**src/sadc_map.svh**
```systemverilog
`ifndef SADC_MAP_SVH
`define SADC_MAP_SVH
// Printed offsets step by one, not four: they are indices, byte address = 4 * index
`define SADC_IDX_CONTROL 16'hFE58
`define SADC_IDX_MODE 16'hFE59
`define SADC_IDX_LOW 16'hFE5A
`define SADC_IDX_HIGH 16'hFE5B
`define SADC_ADDR_W 18
`define SADC_RESET_BYTE 8'h00
`define SADC_CHAN_LAST 4'hD
`define SADC_CTRL_WMASK 8'hF7
`define SADC_MODE_WMASK 8'h43
`define SADC_LOW_WMASK 8'h01
`define SADC_BITS_12 4'hC
`define SADC_BITS_8 4'h8
`define SADC_BASE_12 8'h34
`define SADC_BASE_8 8'h20
`define SADC_FIXED_TERM 16'h0002
`define SADC_THIRDS 2'h3
`endif

```
**src/sadc_pkg.sv**
```systemverilog
package sadc_pkg;
  typedef enum logic [1:0] {
    SADC_IDLE,
    SADC_SETTLE,
    SADC_STEP
  } sadc_state_type;
  typedef struct packed {
    logic [3:0] channel;
    logic fixed_zero;
    logic run;
    logic done;
    logic irq_enable;
  } sadc_control_type;
endpackage : sadc_pkg

```
**src/sadc_sequencer.sv**
```systemverilog
// Functional notes
// - Channel field codes 0 to 13 route inputs 0 to 13 to the comparator.
// - Writing start bit 1 begins conversion with current resolution and time.
// - Hardware clears start bit when conversion completes.
// - Writing start bit 0 mid-conversion aborts it; result undefined.
// - Done flag sets when result is placed in result registers.
// - Interrupt request asserts while done flag and enable are both 1.
// - Conversion clock divided 1/1 to 1/128 by three time bits.
// - Mode bit 6 zero selects 12-bit, one selects 8-bit.
// - 8-bit result goes to high register; low register untouched.
// - 12-bit result: top eight to high, low four to low bits 7..4.
// - Reference ladder enabled only while conversion runs.
// - Time code, low-register bit as MSB, decodes ratios 1/1 to 1/128.
// - Conversion lasts ((base/ratio)+2)/3 cycle times, base 52 or 32.
// - First 12-bit conversion after reset or 8-to-12 switch takes double.
// - Reset during conversion clears start bit and halts converter.
`timescale 1ns/1ps
`include "sadc_map.svh"
module sadc_sequencer (
  input wire logic MCLK,
  input wire logic RESETN,
  input wire logic PSEL,
  input wire logic PENABLE,
  input wire logic PWRITE,
  input wire logic [31:0] PADDR,
  input wire logic [31:0] PWDATA,
  output logic [31:0] PRDATA,
  output logic PREADY,
  output logic PSLVERR,
  input wire logic COMPARATOR_HIGH,
  output logic [3:0] CHANNEL_SELECT,
  output logic [11:0] TRIAL_CODE,
  output logic LADDER_ENABLE,
  output logic SAMPLE_STROBE,
  output logic DONE_IRQ
);
  sadc_pkg::sadc_control_type control;
  logic [7:0] mode;
  logic [7:0] result_low;
  logic [7:0] result_high;
  sadc_pkg::sadc_state_type state;
  logic [11:0] approx;
  logic [3:0] bit_index;
  logic [15:0] step_count;
  logic long_pending;
  logic [15:0] fine_count;

  wire bus_access = PSEL && PENABLE;
  wire [15:0] reg_index = PADDR[17:2];
  wire addr_ok = (PADDR[31:`SADC_ADDR_W] == '0) && (PADDR[1:0] == 2'h0);
  wire hit_control = addr_ok && (reg_index == `SADC_IDX_CONTROL);
  wire hit_mode = addr_ok && (reg_index == `SADC_IDX_MODE);
  wire hit_low = addr_ok && (reg_index == `SADC_IDX_LOW);
  wire hit_high = addr_ok && (reg_index == `SADC_IDX_HIGH);
  wire hit_any = hit_control || hit_mode || hit_low || hit_high;
  wire write_control = bus_access && PWRITE && hit_control;
  wire write_mode = bus_access && PWRITE && hit_mode;
  wire write_low = bus_access && PWRITE && hit_low;
  wire write_high = bus_access && PWRITE && hit_high;
  wire [7:0] wbyte = PWDATA[7:0];
  wire busy = (state != sadc_pkg::SADC_IDLE);
  wire eight_bit = mode[6];
  wire [2:0] time_code = {result_low[0], mode[1:0]};
  // Divider ratio 1/2^code: the whole conversion then takes 2^code thirds of base
  wire [7:0] base = eight_bit ? `SADC_BASE_8 : `SADC_BASE_12;
  wire [3:0] steps = eight_bit ? `SADC_BITS_8 : `SADC_BITS_12;
  wire [15:0] scaled = 16'({8'h00, base} << time_code);
  wire [15:0] normal_time = 16'((scaled + `SADC_FIXED_TERM) / `SADC_THIRDS);
  wire [15:0] plain_len = (normal_time == 16'h0000) ? 16'h0001 : normal_time;
  wire [15:0] total_len = long_pending && !eight_bit ? 16'(plain_len << 1) : plain_len;
  wire [15:0] per_step = 16'(total_len / {12'h000, steps});
  wire start_req = write_control && wbyte[2] && !busy;
  wire abort_req = write_control && !wbyte[2] && busy;
  wire [3:0] step_bit = 4'(steps - 4'h1 - bit_index);
  wire last_step = (state == sadc_pkg::SADC_STEP) && (step_count == 16'h0000) && (bit_index == 4'(steps - 4'h1));
  wire [11:0] trial = approx | (12'h001 << step_bit);
  wire [11:0] kept = COMPARATOR_HIGH ? trial : approx;
  wire [7:0] ctrl_write = (wbyte & `SADC_CTRL_WMASK);
  wire [7:0] read_mux = hit_control ? control :
                        hit_mode ? mode :
                        hit_low ? result_low :
                        hit_high ? result_high : `SADC_RESET_BYTE;

  assign PREADY = 1'b1;
  assign PSLVERR = bus_access && !hit_any;
  assign LADDER_ENABLE = busy;
  assign DONE_IRQ = control.done && control.irq_enable;
  assign TRIAL_CODE = trial;
  assign SAMPLE_STROBE = (state == sadc_pkg::SADC_STEP) && (step_count == 16'h0000);

  always_ff @(posedge MCLK) begin
    if (!RESETN) begin
      PRDATA <= 32'h00000000;
    end else if (PSEL && !PENABLE && !PWRITE) begin
      PRDATA <= {24'h000000, read_mux};
    end
  end

  // Codes above 13 are not expected; they are clamped to the last input
  always_ff @(posedge MCLK) begin
    if (!RESETN) begin
      CHANNEL_SELECT <= 4'h0;
    end else if (start_req) begin
      CHANNEL_SELECT <= (wbyte[7:4] > `SADC_CHAN_LAST) ? `SADC_CHAN_LAST : wbyte[7:4];
    end
  end

  // Done flag: hardware set wins over a software clear in the same cycle
  always_ff @(posedge MCLK) begin
    if (!RESETN) begin
      control <= `SADC_RESET_BYTE;
    end else begin
      if (write_control) begin
        control <= ctrl_write;
      end
      if (last_step) begin
        control.run <= 1'b0;
        control.done <= 1'b1;
      end
    end
  end

  always_ff @(posedge MCLK) begin
    if (!RESETN) begin
      mode <= `SADC_RESET_BYTE;
    end else if (write_mode) begin
      mode <= wbyte & `SADC_MODE_WMASK;
    end
  end

  always_ff @(posedge MCLK) begin
    if (!RESETN) begin
      result_low <= `SADC_RESET_BYTE;
      result_high <= `SADC_RESET_BYTE;
    end else begin
      if (write_low) begin
        result_low <= (wbyte & `SADC_LOW_WMASK) | (result_low & 8'hF0);
      end
      if (write_high) begin
        result_high <= wbyte;
      end
      if (last_step && eight_bit) begin
        result_high <= kept[7:0];
      end else if (last_step) begin
        result_high <= kept[11:4];
        result_low[7:4] <= kept[3:0];
      end
    end
  end

  // Long first conversion after reset or an 8 to 12 switch
  always_ff @(posedge MCLK) begin
    if (!RESETN) begin
      long_pending <= 1'b1;
    end else if (write_mode && eight_bit && !wbyte[6]) begin
      long_pending <= 1'b1;
    end else if (last_step && !eight_bit) begin
      long_pending <= 1'b0;
    end
  end

  always_ff @(posedge MCLK) begin
    if (!RESETN) begin
      state <= sadc_pkg::SADC_IDLE;
      approx <= 12'h000;
      bit_index <= 4'h0;
      step_count <= 16'h0000;
    end else begin
      unique case (state)
        sadc_pkg::SADC_IDLE: begin
          if (start_req) begin
            state <= sadc_pkg::SADC_STEP;
            approx <= 12'h000;
            bit_index <= 4'h0;
            step_count <= (per_step == 16'h0000) ? 16'h0000 : 16'(per_step - 16'h0001);
          end
        end
        sadc_pkg::SADC_SETTLE: begin
          state <= sadc_pkg::SADC_STEP;
        end
        sadc_pkg::SADC_STEP: begin
          if (abort_req || last_step) begin
            state <= sadc_pkg::SADC_IDLE;
          end else if (step_count != 16'h0000) begin
            step_count <= 16'(step_count - 16'h0001);
          end else begin
            approx <= kept;
            bit_index <= 4'(bit_index + 4'h1);
            step_count <= (per_step == 16'h0000) ? 16'h0000 : 16'(per_step - 16'h0001);
          end
        end
      endcase
    end
  end

  // Fine counter spans the whole conversion for checking its length
  always_ff @(posedge MCLK) begin
    if (!RESETN) begin
      fine_count <= 16'h0000;
    end else if (!busy) begin
      fine_count <= 16'h0000;
    end else begin
      fine_count <= 16'(fine_count + 16'h0001);
    end
  end
endmodule : sadc_sequencer

```
**config.mk**
```make
export PLATFORM = sky130hd
export DESIGN_NAME = sadc_sequencer
export DESIGN_NICKNAME = d
export VERILOG_FILES = /design/src/sadc_pkg.sv /design/src/sadc_sequencer.sv
export VERILOG_INCLUDE_DIRS = /design/src
export SDC_FILE = /design/constraint.sdc
export NUM_CORES = 1
export LEC_CHECK = 0
export BUFFER_PORTS_ARGS = -buffer_cell sky130_fd_sc_hd__buf_2
export CAP_MARGIN = 20
export CORE_MARGIN = 2
export CORE_UTILIZATION = 55
export CTS_CLUSTER_SIZE = 40
export DETAILED_ROUTE_END_ITERATION = 12
export PLACE_DENSITY = 0.8
export SLEW_MARGIN = 10
export SYNTH_ARGS = -nofsm -noshare
export SYNTH_HDL_FRONTEND = slang
export SYNTH_SLANG_ARGS = --single-unit
```
**constraint.sdc**
```tcl
create_clock -name MCLK -period 9.8 [get_ports MCLK]
set_clock_uncertainty 0.2 [all_clocks]
set_input_delay 1.47 -clock MCLK [delete_from_list [all_inputs] [get_ports MCLK]]
set_output_delay 1.47 -clock MCLK [all_outputs]
set_load 0.01 [all_outputs]
```
Word-level counts from Yosys, hierarchy flattened
Cells that the tools add are included.
{"block": "word_totals", "latchBits": 0, "ramBits": 0, "out_inout_bits": 53, "mem_count": 0, "ff_bits": 73, "rom_bits": 0, "input_bits": 70}
{"block": "op_classes", "magnitude_cmp": 1, "n_reduce_logical": 53, "add_sub_neg": 6, "n_mul": 0, "n_eq_ne": 11, "mux": 34, "n_div": 2, "shift": 2, "bitwise_logic": 3}
{"op": "16-bit two-way mux", "count": 6}
{"op": "16-bit == test, second input constant", "count": 4}
{"op": "8-bit two-way mux", "count": 8}
{"op": "16-bit zero test", "count": 3}
{"op": "12-bit two-way mux", "count": 4}
{"op": "16-bit one-hot mux with 2 select lines", "count": 1}
{"op": "16-bit by 1-bit subtractor with 16-bit output, second input constant", "count": 2}
{"op": "1-bit logical AND", "count": 26}
{"op": "4-bit two-way mux", "count": 6}
{"op": "12-bit one-hot mux with 2 select lines", "count": 1}
{"op": "16-bit by 2-bit adder with 16-bit output, second input constant", "count": 1}
{"op": "16-bit by 2-bit divider with 16-bit output, second input constant", "count": 1}
{"op": "16-bit by 4-bit divider with 16-bit output", "count": 1}
{"op": "16-bit nonzero test", "count": 1}
{"op": "6-bit by 3-bit << shifter with 16-bit output", "count": 1}
{"op": "14-bit zero test", "count": 1}
{"op": "12-bit bitwise OR", "count": 1}
{"op": "1-bit by 4-bit << shifter with 12-bit output, first input constant", "count": 1}
{"op": "1-bit by 8-bit bitwise OR with 8-bit output", "count": 1}
{"op": "4-bit one-hot mux with 2 select lines", "count": 1}
{"op": "1-bit zero test", "count": 7}
{"op": "2-bit two-way mux", "count": 3}
{"op": "2-bit inequality test, second input constant", "count": 3}
{"op": "2-bit one-hot mux with 3 select lines", "count": 1}
{"op": "other kinds (20)", "count": 27}

Logic depth before layout (Yosys ltp)
{"block": "logic_depth", "depth_word": 13, "depth_mapped": 29}

Least setup slack after synthesis
OpenSTA, ideal clock, no wires.
{"block": "synth_timing", "kind": "register to register", "from": "reg mode[6]", "to": "reg step_count[2]", "path_stages_with_launch": 26, "path_buffers": 3, "slack_ps": 3433, "setup_time_ps": 118, "arrival_time_ps": 6048, "t_required_ps": 9482, "cell_sequence": "dfxtp_1 > buf_2 > and4b_1 > a211oi_1 > inv_1 > ha_1 > or2_1 > clkbuf_1 > nor3_1 > nor4b_1 > a2bb2oi_2 > nor2_1 > o31a_1 > o41ai_1 > and3_1 > clkbuf_1 > mux2i_1 > nand4_2 > o41ai_4 > a32oi_1 > nor2_1 > ha_1 > a41oi_2 > a32o_1 > a22oi_1 > nor2b_1"}
{"block": "synth_via", "elab_chain_cells": 13, "elab_cells_between_ends": 24, "classes_between": "add/sub (3); div (2); eq/ne (2); shift (1); mux (9); reduce/logical (7)"}
{"item": "start: declaration", "line": "sadc_sequencer.sv:38", "source": "logic [7:0] mode;"}
{"item": "start signal: assignment", "line": "sadc_sequencer.sv:125", "source": "mode <= `SADC_RESET_BYTE;"}
{"item": "start signal: assignment", "line": "sadc_sequencer.sv:127", "source": "mode <= wbyte & `SADC_MODE_WMASK;"}
{"item": "5-bit two-way mux (no line)"}
{"item": "6-bit by 3-bit << shifter with 16-bit output", "line": "sadc_sequencer.sv:67", "source": "wire [15:0] scaled = 16'({8'h00, base} << time_code);"}
{"item": "16-bit by 2-bit adder with 16-bit output (no line)"}
{"item": "16-bit by 2-bit divider with 16-bit output (no line)"}
{"item": "16-bit zero test", "line": "sadc_sequencer.sv:69", "source": "wire [15:0] plain_len = (normal_time == 16'h0000) ? 16'h0001 : normal_time;"}
{"item": "16-bit two-way mux", "line": "sadc_sequencer.sv:69"}
{"item": "16-bit two-way mux", "line": "sadc_sequencer.sv:70", "source": "wire [15:0] total_len = long_pending && !eight_bit ? 16'(plain_len << 1) : plain_len;"}
{"item": "16-bit by 4-bit divider with 16-bit output", "line": "sadc_sequencer.sv:71", "source": "wire [15:0] per_step = 16'(total_len / {12'h000, steps});"}
{"item": "16-bit by 1-bit subtractor with 16-bit output or 16-bit zero test (tied branches)", "line": "sadc_sequencer.sv:175, sadc_sequencer.sv:189"}
{"item": "16-bit two-way mux", "line": "sadc_sequencer.sv:175, sadc_sequencer.sv:189"}
{"item": "16-bit two-way mux", "line": "sadc_sequencer.sv:184", "source": "end else if (step_count != 16'h0000) begin"}
{"item": "16-bit two-way mux", "line": "sadc_sequencer.sv:182", "source": "if (abort_req || last_step) begin"}
{"item": "16-bit one-hot mux with 2 select lines", "line": "sadc_sequencer.sv:169", "source": "unique case (state)"}
{"item": "end signal: assignment", "line": "sadc_sequencer.sv:175", "source": "step_count <= (per_step == 16'h0000) ? 16'h0000 : 16'(per_step - 16'h0001);"}
{"item": "end signal: assignment", "line": "sadc_sequencer.sv:185", "source": "step_count <= 16'(step_count - 16'h0001);"}
{"item": "end signal: assignment", "line": "sadc_sequencer.sv:189", "source": "step_count <= (per_step == 16'h0000) ? 16'h0000 : 16'(per_step - 16'h0001);"}
{"item": "end: declaration", "line": "sadc_sequencer.sv:44", "source": "logic [15:0] step_count;"}
Several ways; a longest one is shown, not always the timed one. The select of a mux whose other input is x is not followed.
A chain may end at the register's enable or synchronous reset.

Worst setup path after layout
Ends and elaborated chain as after synthesis.

==> results.cfg <==
[floorplanning]
rows = 37
coreArea_mm2 = 0.0104
die_area_mm2 = 0.0115
initial_core_util_pct = 56.7
dieWidth_um = 107
pin_count = 123
die_y_um = 107

[route]
routed_wirelength_um = 15100
ant_nets = 0
avgRoutedWirePerCell_um = 15.7
wl_met3_um = 784
drtIter0Drc = 438
met1_length_um = 6910
drt-vias-per-instance = 6.04
top_layer_used = met4
dr.pass1.iters = 5
vias = 5800
route.met2.wl_um = 7160
drc = 0

[synth]
synthCells = 778
synth_area_mm2 = 0.00588
yosysWarnings = 0
async_flop_share_pct = 0
ys.flop_type = dfxtp_1
ys_seq_area_share_pct = 23.5
synth.top_cells.by_area = dfxtp_1 24%, mux2i_1 6.0%, nand2_1 5.5%, a21oi_1 4.3%, ha_1 4.0%
netlist.area_leader.share_pct = 23.5
synth.largest_area_cell = dfxtp_1
synth_enable_flop_cells = 0
synth_cell_types = 83
synth-seq-cells = 69
syn_avg_cell_area_um2 = 7.55

[finish]
n_antenna_cell = 0
regArea_mm2 = 0.00138
multi_input_area_mm2 = 0.00413
drive_above_1_share_pct = 15.8
final_core_util_pct = 61.6
num-nets-final = 909
synthToLayoutAreaGrowth_pct = 8.79
fillCellCount = 943

[timing]
hold_viol_final = 0
drv_slew = 0
post-route-min-period_ps = 8090
fin_ws_ps = 1710
worst_slew_pin_slew_ps = 1030
finalCritPeriodShare_pct = 82.6
relSlewSlack_pct = 31.0
fmax_mhz = 124
setup_viol = 0
rsz0062_at_grt = no
fin_setup_tns_ps = 0

[clock_network]
cts.sinks = 69
clock_path_buffers = 2
cts_tree = yes
clock_latency_ps = 360
cts_setup_buffers = 0
root_buffer = clkbuf_8
numCtsBuffers = 9
post_cts_resize_count = 0
cts_hold_buffers = 0
cts.clk_slew.worst_paths_ps = 80
htree_levels = 3

[place]
place_hpwl_um = 11100
portBuffers = 73
gp_congestion = 0.853
pre_cts_slack_ps = 1880

[critical_path]
cp_slowest_cell = dfxtp_2
r2r-end = step_count[2]
cp_slowest_stage_delay_ps = 960
critical-path-top-delay-family = simple AND/OR/NAND/NOR gates
crit_chain = and4b_1, a211oi_1, inv_1, ha_1, or2_1, nor3_1, nor4b_1, nor2_1, a21o_1, a211oi_1, o221ai_1, a21oi_2, and3_1, mux2i_1, nand4_2, o41ai_4, a32oi_1, nor2_1, ha_1, a41oi_2, a32o_1, a22oi_1, nor2b_1
ff2ff_path_depth = 23
path_buf_inv = 1
critPathKind = flip-flop to flip-flop
cp.arrival_ps = 8140
rr_startpoint = mode[6]
rrSetupSlack_ps = 1710
required_ps = 9850
critPathMaxFanout = 50
cp-start-kind = flip-flop
end_kind = flip-flop

[pwr]
irDropWorstVdd_uv = 72.9
power_uw = 623
leakage_nw = 2.75
power_density_mw_per_mm2 = 97.5

[worst_hold_path]
worstHoldPathCells = 2
min-delay-start = PRDATA[1]
min_path_type = flip-flop to flip-flop
hold_path_end = PRDATA[1]

[global_routing]
grt_pass1_wl_um = 24800
grt_overflow_total = 0
grt_usage_pct = 25.8
grt_pass1_vias = 5309
antenna_found_initial = 0
grt_max_degree = 65

[run_status]
outcome = finished, final reports clean

[job]
drv_cap = 0
[metrics by stage]
stage / instance area (um2) / cells / hold WS, ps
finish: 6390 / 961 / 265
floorplan: 5960 / 801 / 241
global placement: 6160 / 945 / 248
CTS: 6390 / 961 / 269
global route: 6390 / 961 / 286
detailed placement: 6160 / 945 / 258
[flip-flops by register name, summed over array words and instances, names as in the netlist]
register        count
PRDATA              8
result_low          5
state               1
result_high         8
long_pending        1
control             7
CHANNEL_SELECT      4
approx             12
step_count         16
bit_index           4
mode                3
[final cells by class]
type | count | share of cell area [%]
inverter | 21 | 1.23
clock buffer | 11 | 2.37
tap | 136 | 2.66
clock inverter | 5 | 1.27
timing repair buffer | 77 | 6.19
multi-input combinational | 642 | 64.7
sequential | 69 | 21.6
[per-layer routing]
metal,GRT usage (%),vias to the layer above
met5,0,-
met2,42.9,195
met1,34.6,2725
met3,4.00,26
li1,-,2854
met4,7.33,0
[how the worst max path moves through the flow]
stage	from	slack (ps)	depth (start not counted)	endpoint
6_report	mode[6]	1710	23	step_count[2]
5_1_grt	mode[6]	1160	23	step_count[2]
4_1_cts	mode[6]	1840	23	step_count[2]
3_5_place_dp	mode[6]	1880	23	step_count[2]
3_3_place_gp	mode[6]	2250	23	step_count[2]
2_1_floorplan	mode[6]	3430	25	step_count[2]
[worst reg2reg max path, delay by kind of cell (launching register included)]
family	cells	cell delay, ps
flops	1	960
simple gates	9	2850
mux	1	420
fa+ha+maj	2	650
compound gates	10	2740
buf+inv	1	150
[cells in the mapped netlist, types with 7 or more instances]
cell and instances:
o21ai_0 46, a21boi_0 11, nor2b_1 27, buf_2 7, nor2_1 61, nor3_1 22, a21o_1 17, mux2i_1 35
nand3_1 28, and3_1 7, nand2_1 86, buf_4 27, or3_1 7, xnor2_1 12, o21a_1 18, nor4_1 10
nand4_1 11, nand2b_1 7, xor2_1 7, o211ai_1 9, a21oi_1 51, dfxtp_1 69, ha_1 19, inv_1 20
and2_1 12, clkbuf_1 29
[logic make-up (layout without fill, tap and decap cells)]
group,count (synthesis),in the layout,share of synthesized area [%]
buffers and inverters,90,114,7.62
AO/OA/AOI/OAI,222,222,26.4
other,2,25,0.128
multiplexers,40,40,7.50
XOR/XNOR,19,19,2.83
flip-flops,69,69,23.5
AND/OR/NAND/NOR,317,317,28.0
adder cells (fa/ha/maj),19,19,4.05
[report_power, final]
part	switching (mW)	leakage, nW	total (mW)	internal [mW]
logic	0.0416	2.08	0.0682	0.0266
registers	0.00191	0.556	0.282	0.280
clock network	0.115	0.116	0.273	0.158
total	0.159	2.75	0.623	0.465
[cell usage in the layout (no fill, tap or decap), drive strengths merged, types with 11 or more instances in the layout]
| cell | instances |
|---|---|
| nor3 | 23 |
| nor2 | 61 |
| nor2b | 27 |
| a21boi | 13 |
| nand4 | 12 |
| buf | 77 |
| mux2i | 36 |
| ha | 19 |
| clkbuf | 11 |
| o21a | 18 |
| inv | 22 |
| dfxtp | 69 |
| a21o | 17 |
| nand2 | 87 |
| nand3 | 28 |
| o21ai | 54 |
| xnor2 | 12 |
| and2 | 12 |
| a21oi | 54 |
| conb | 25 |
| nor4 | 11 |
No activity file was read; power rests on OpenSTA's default activity.
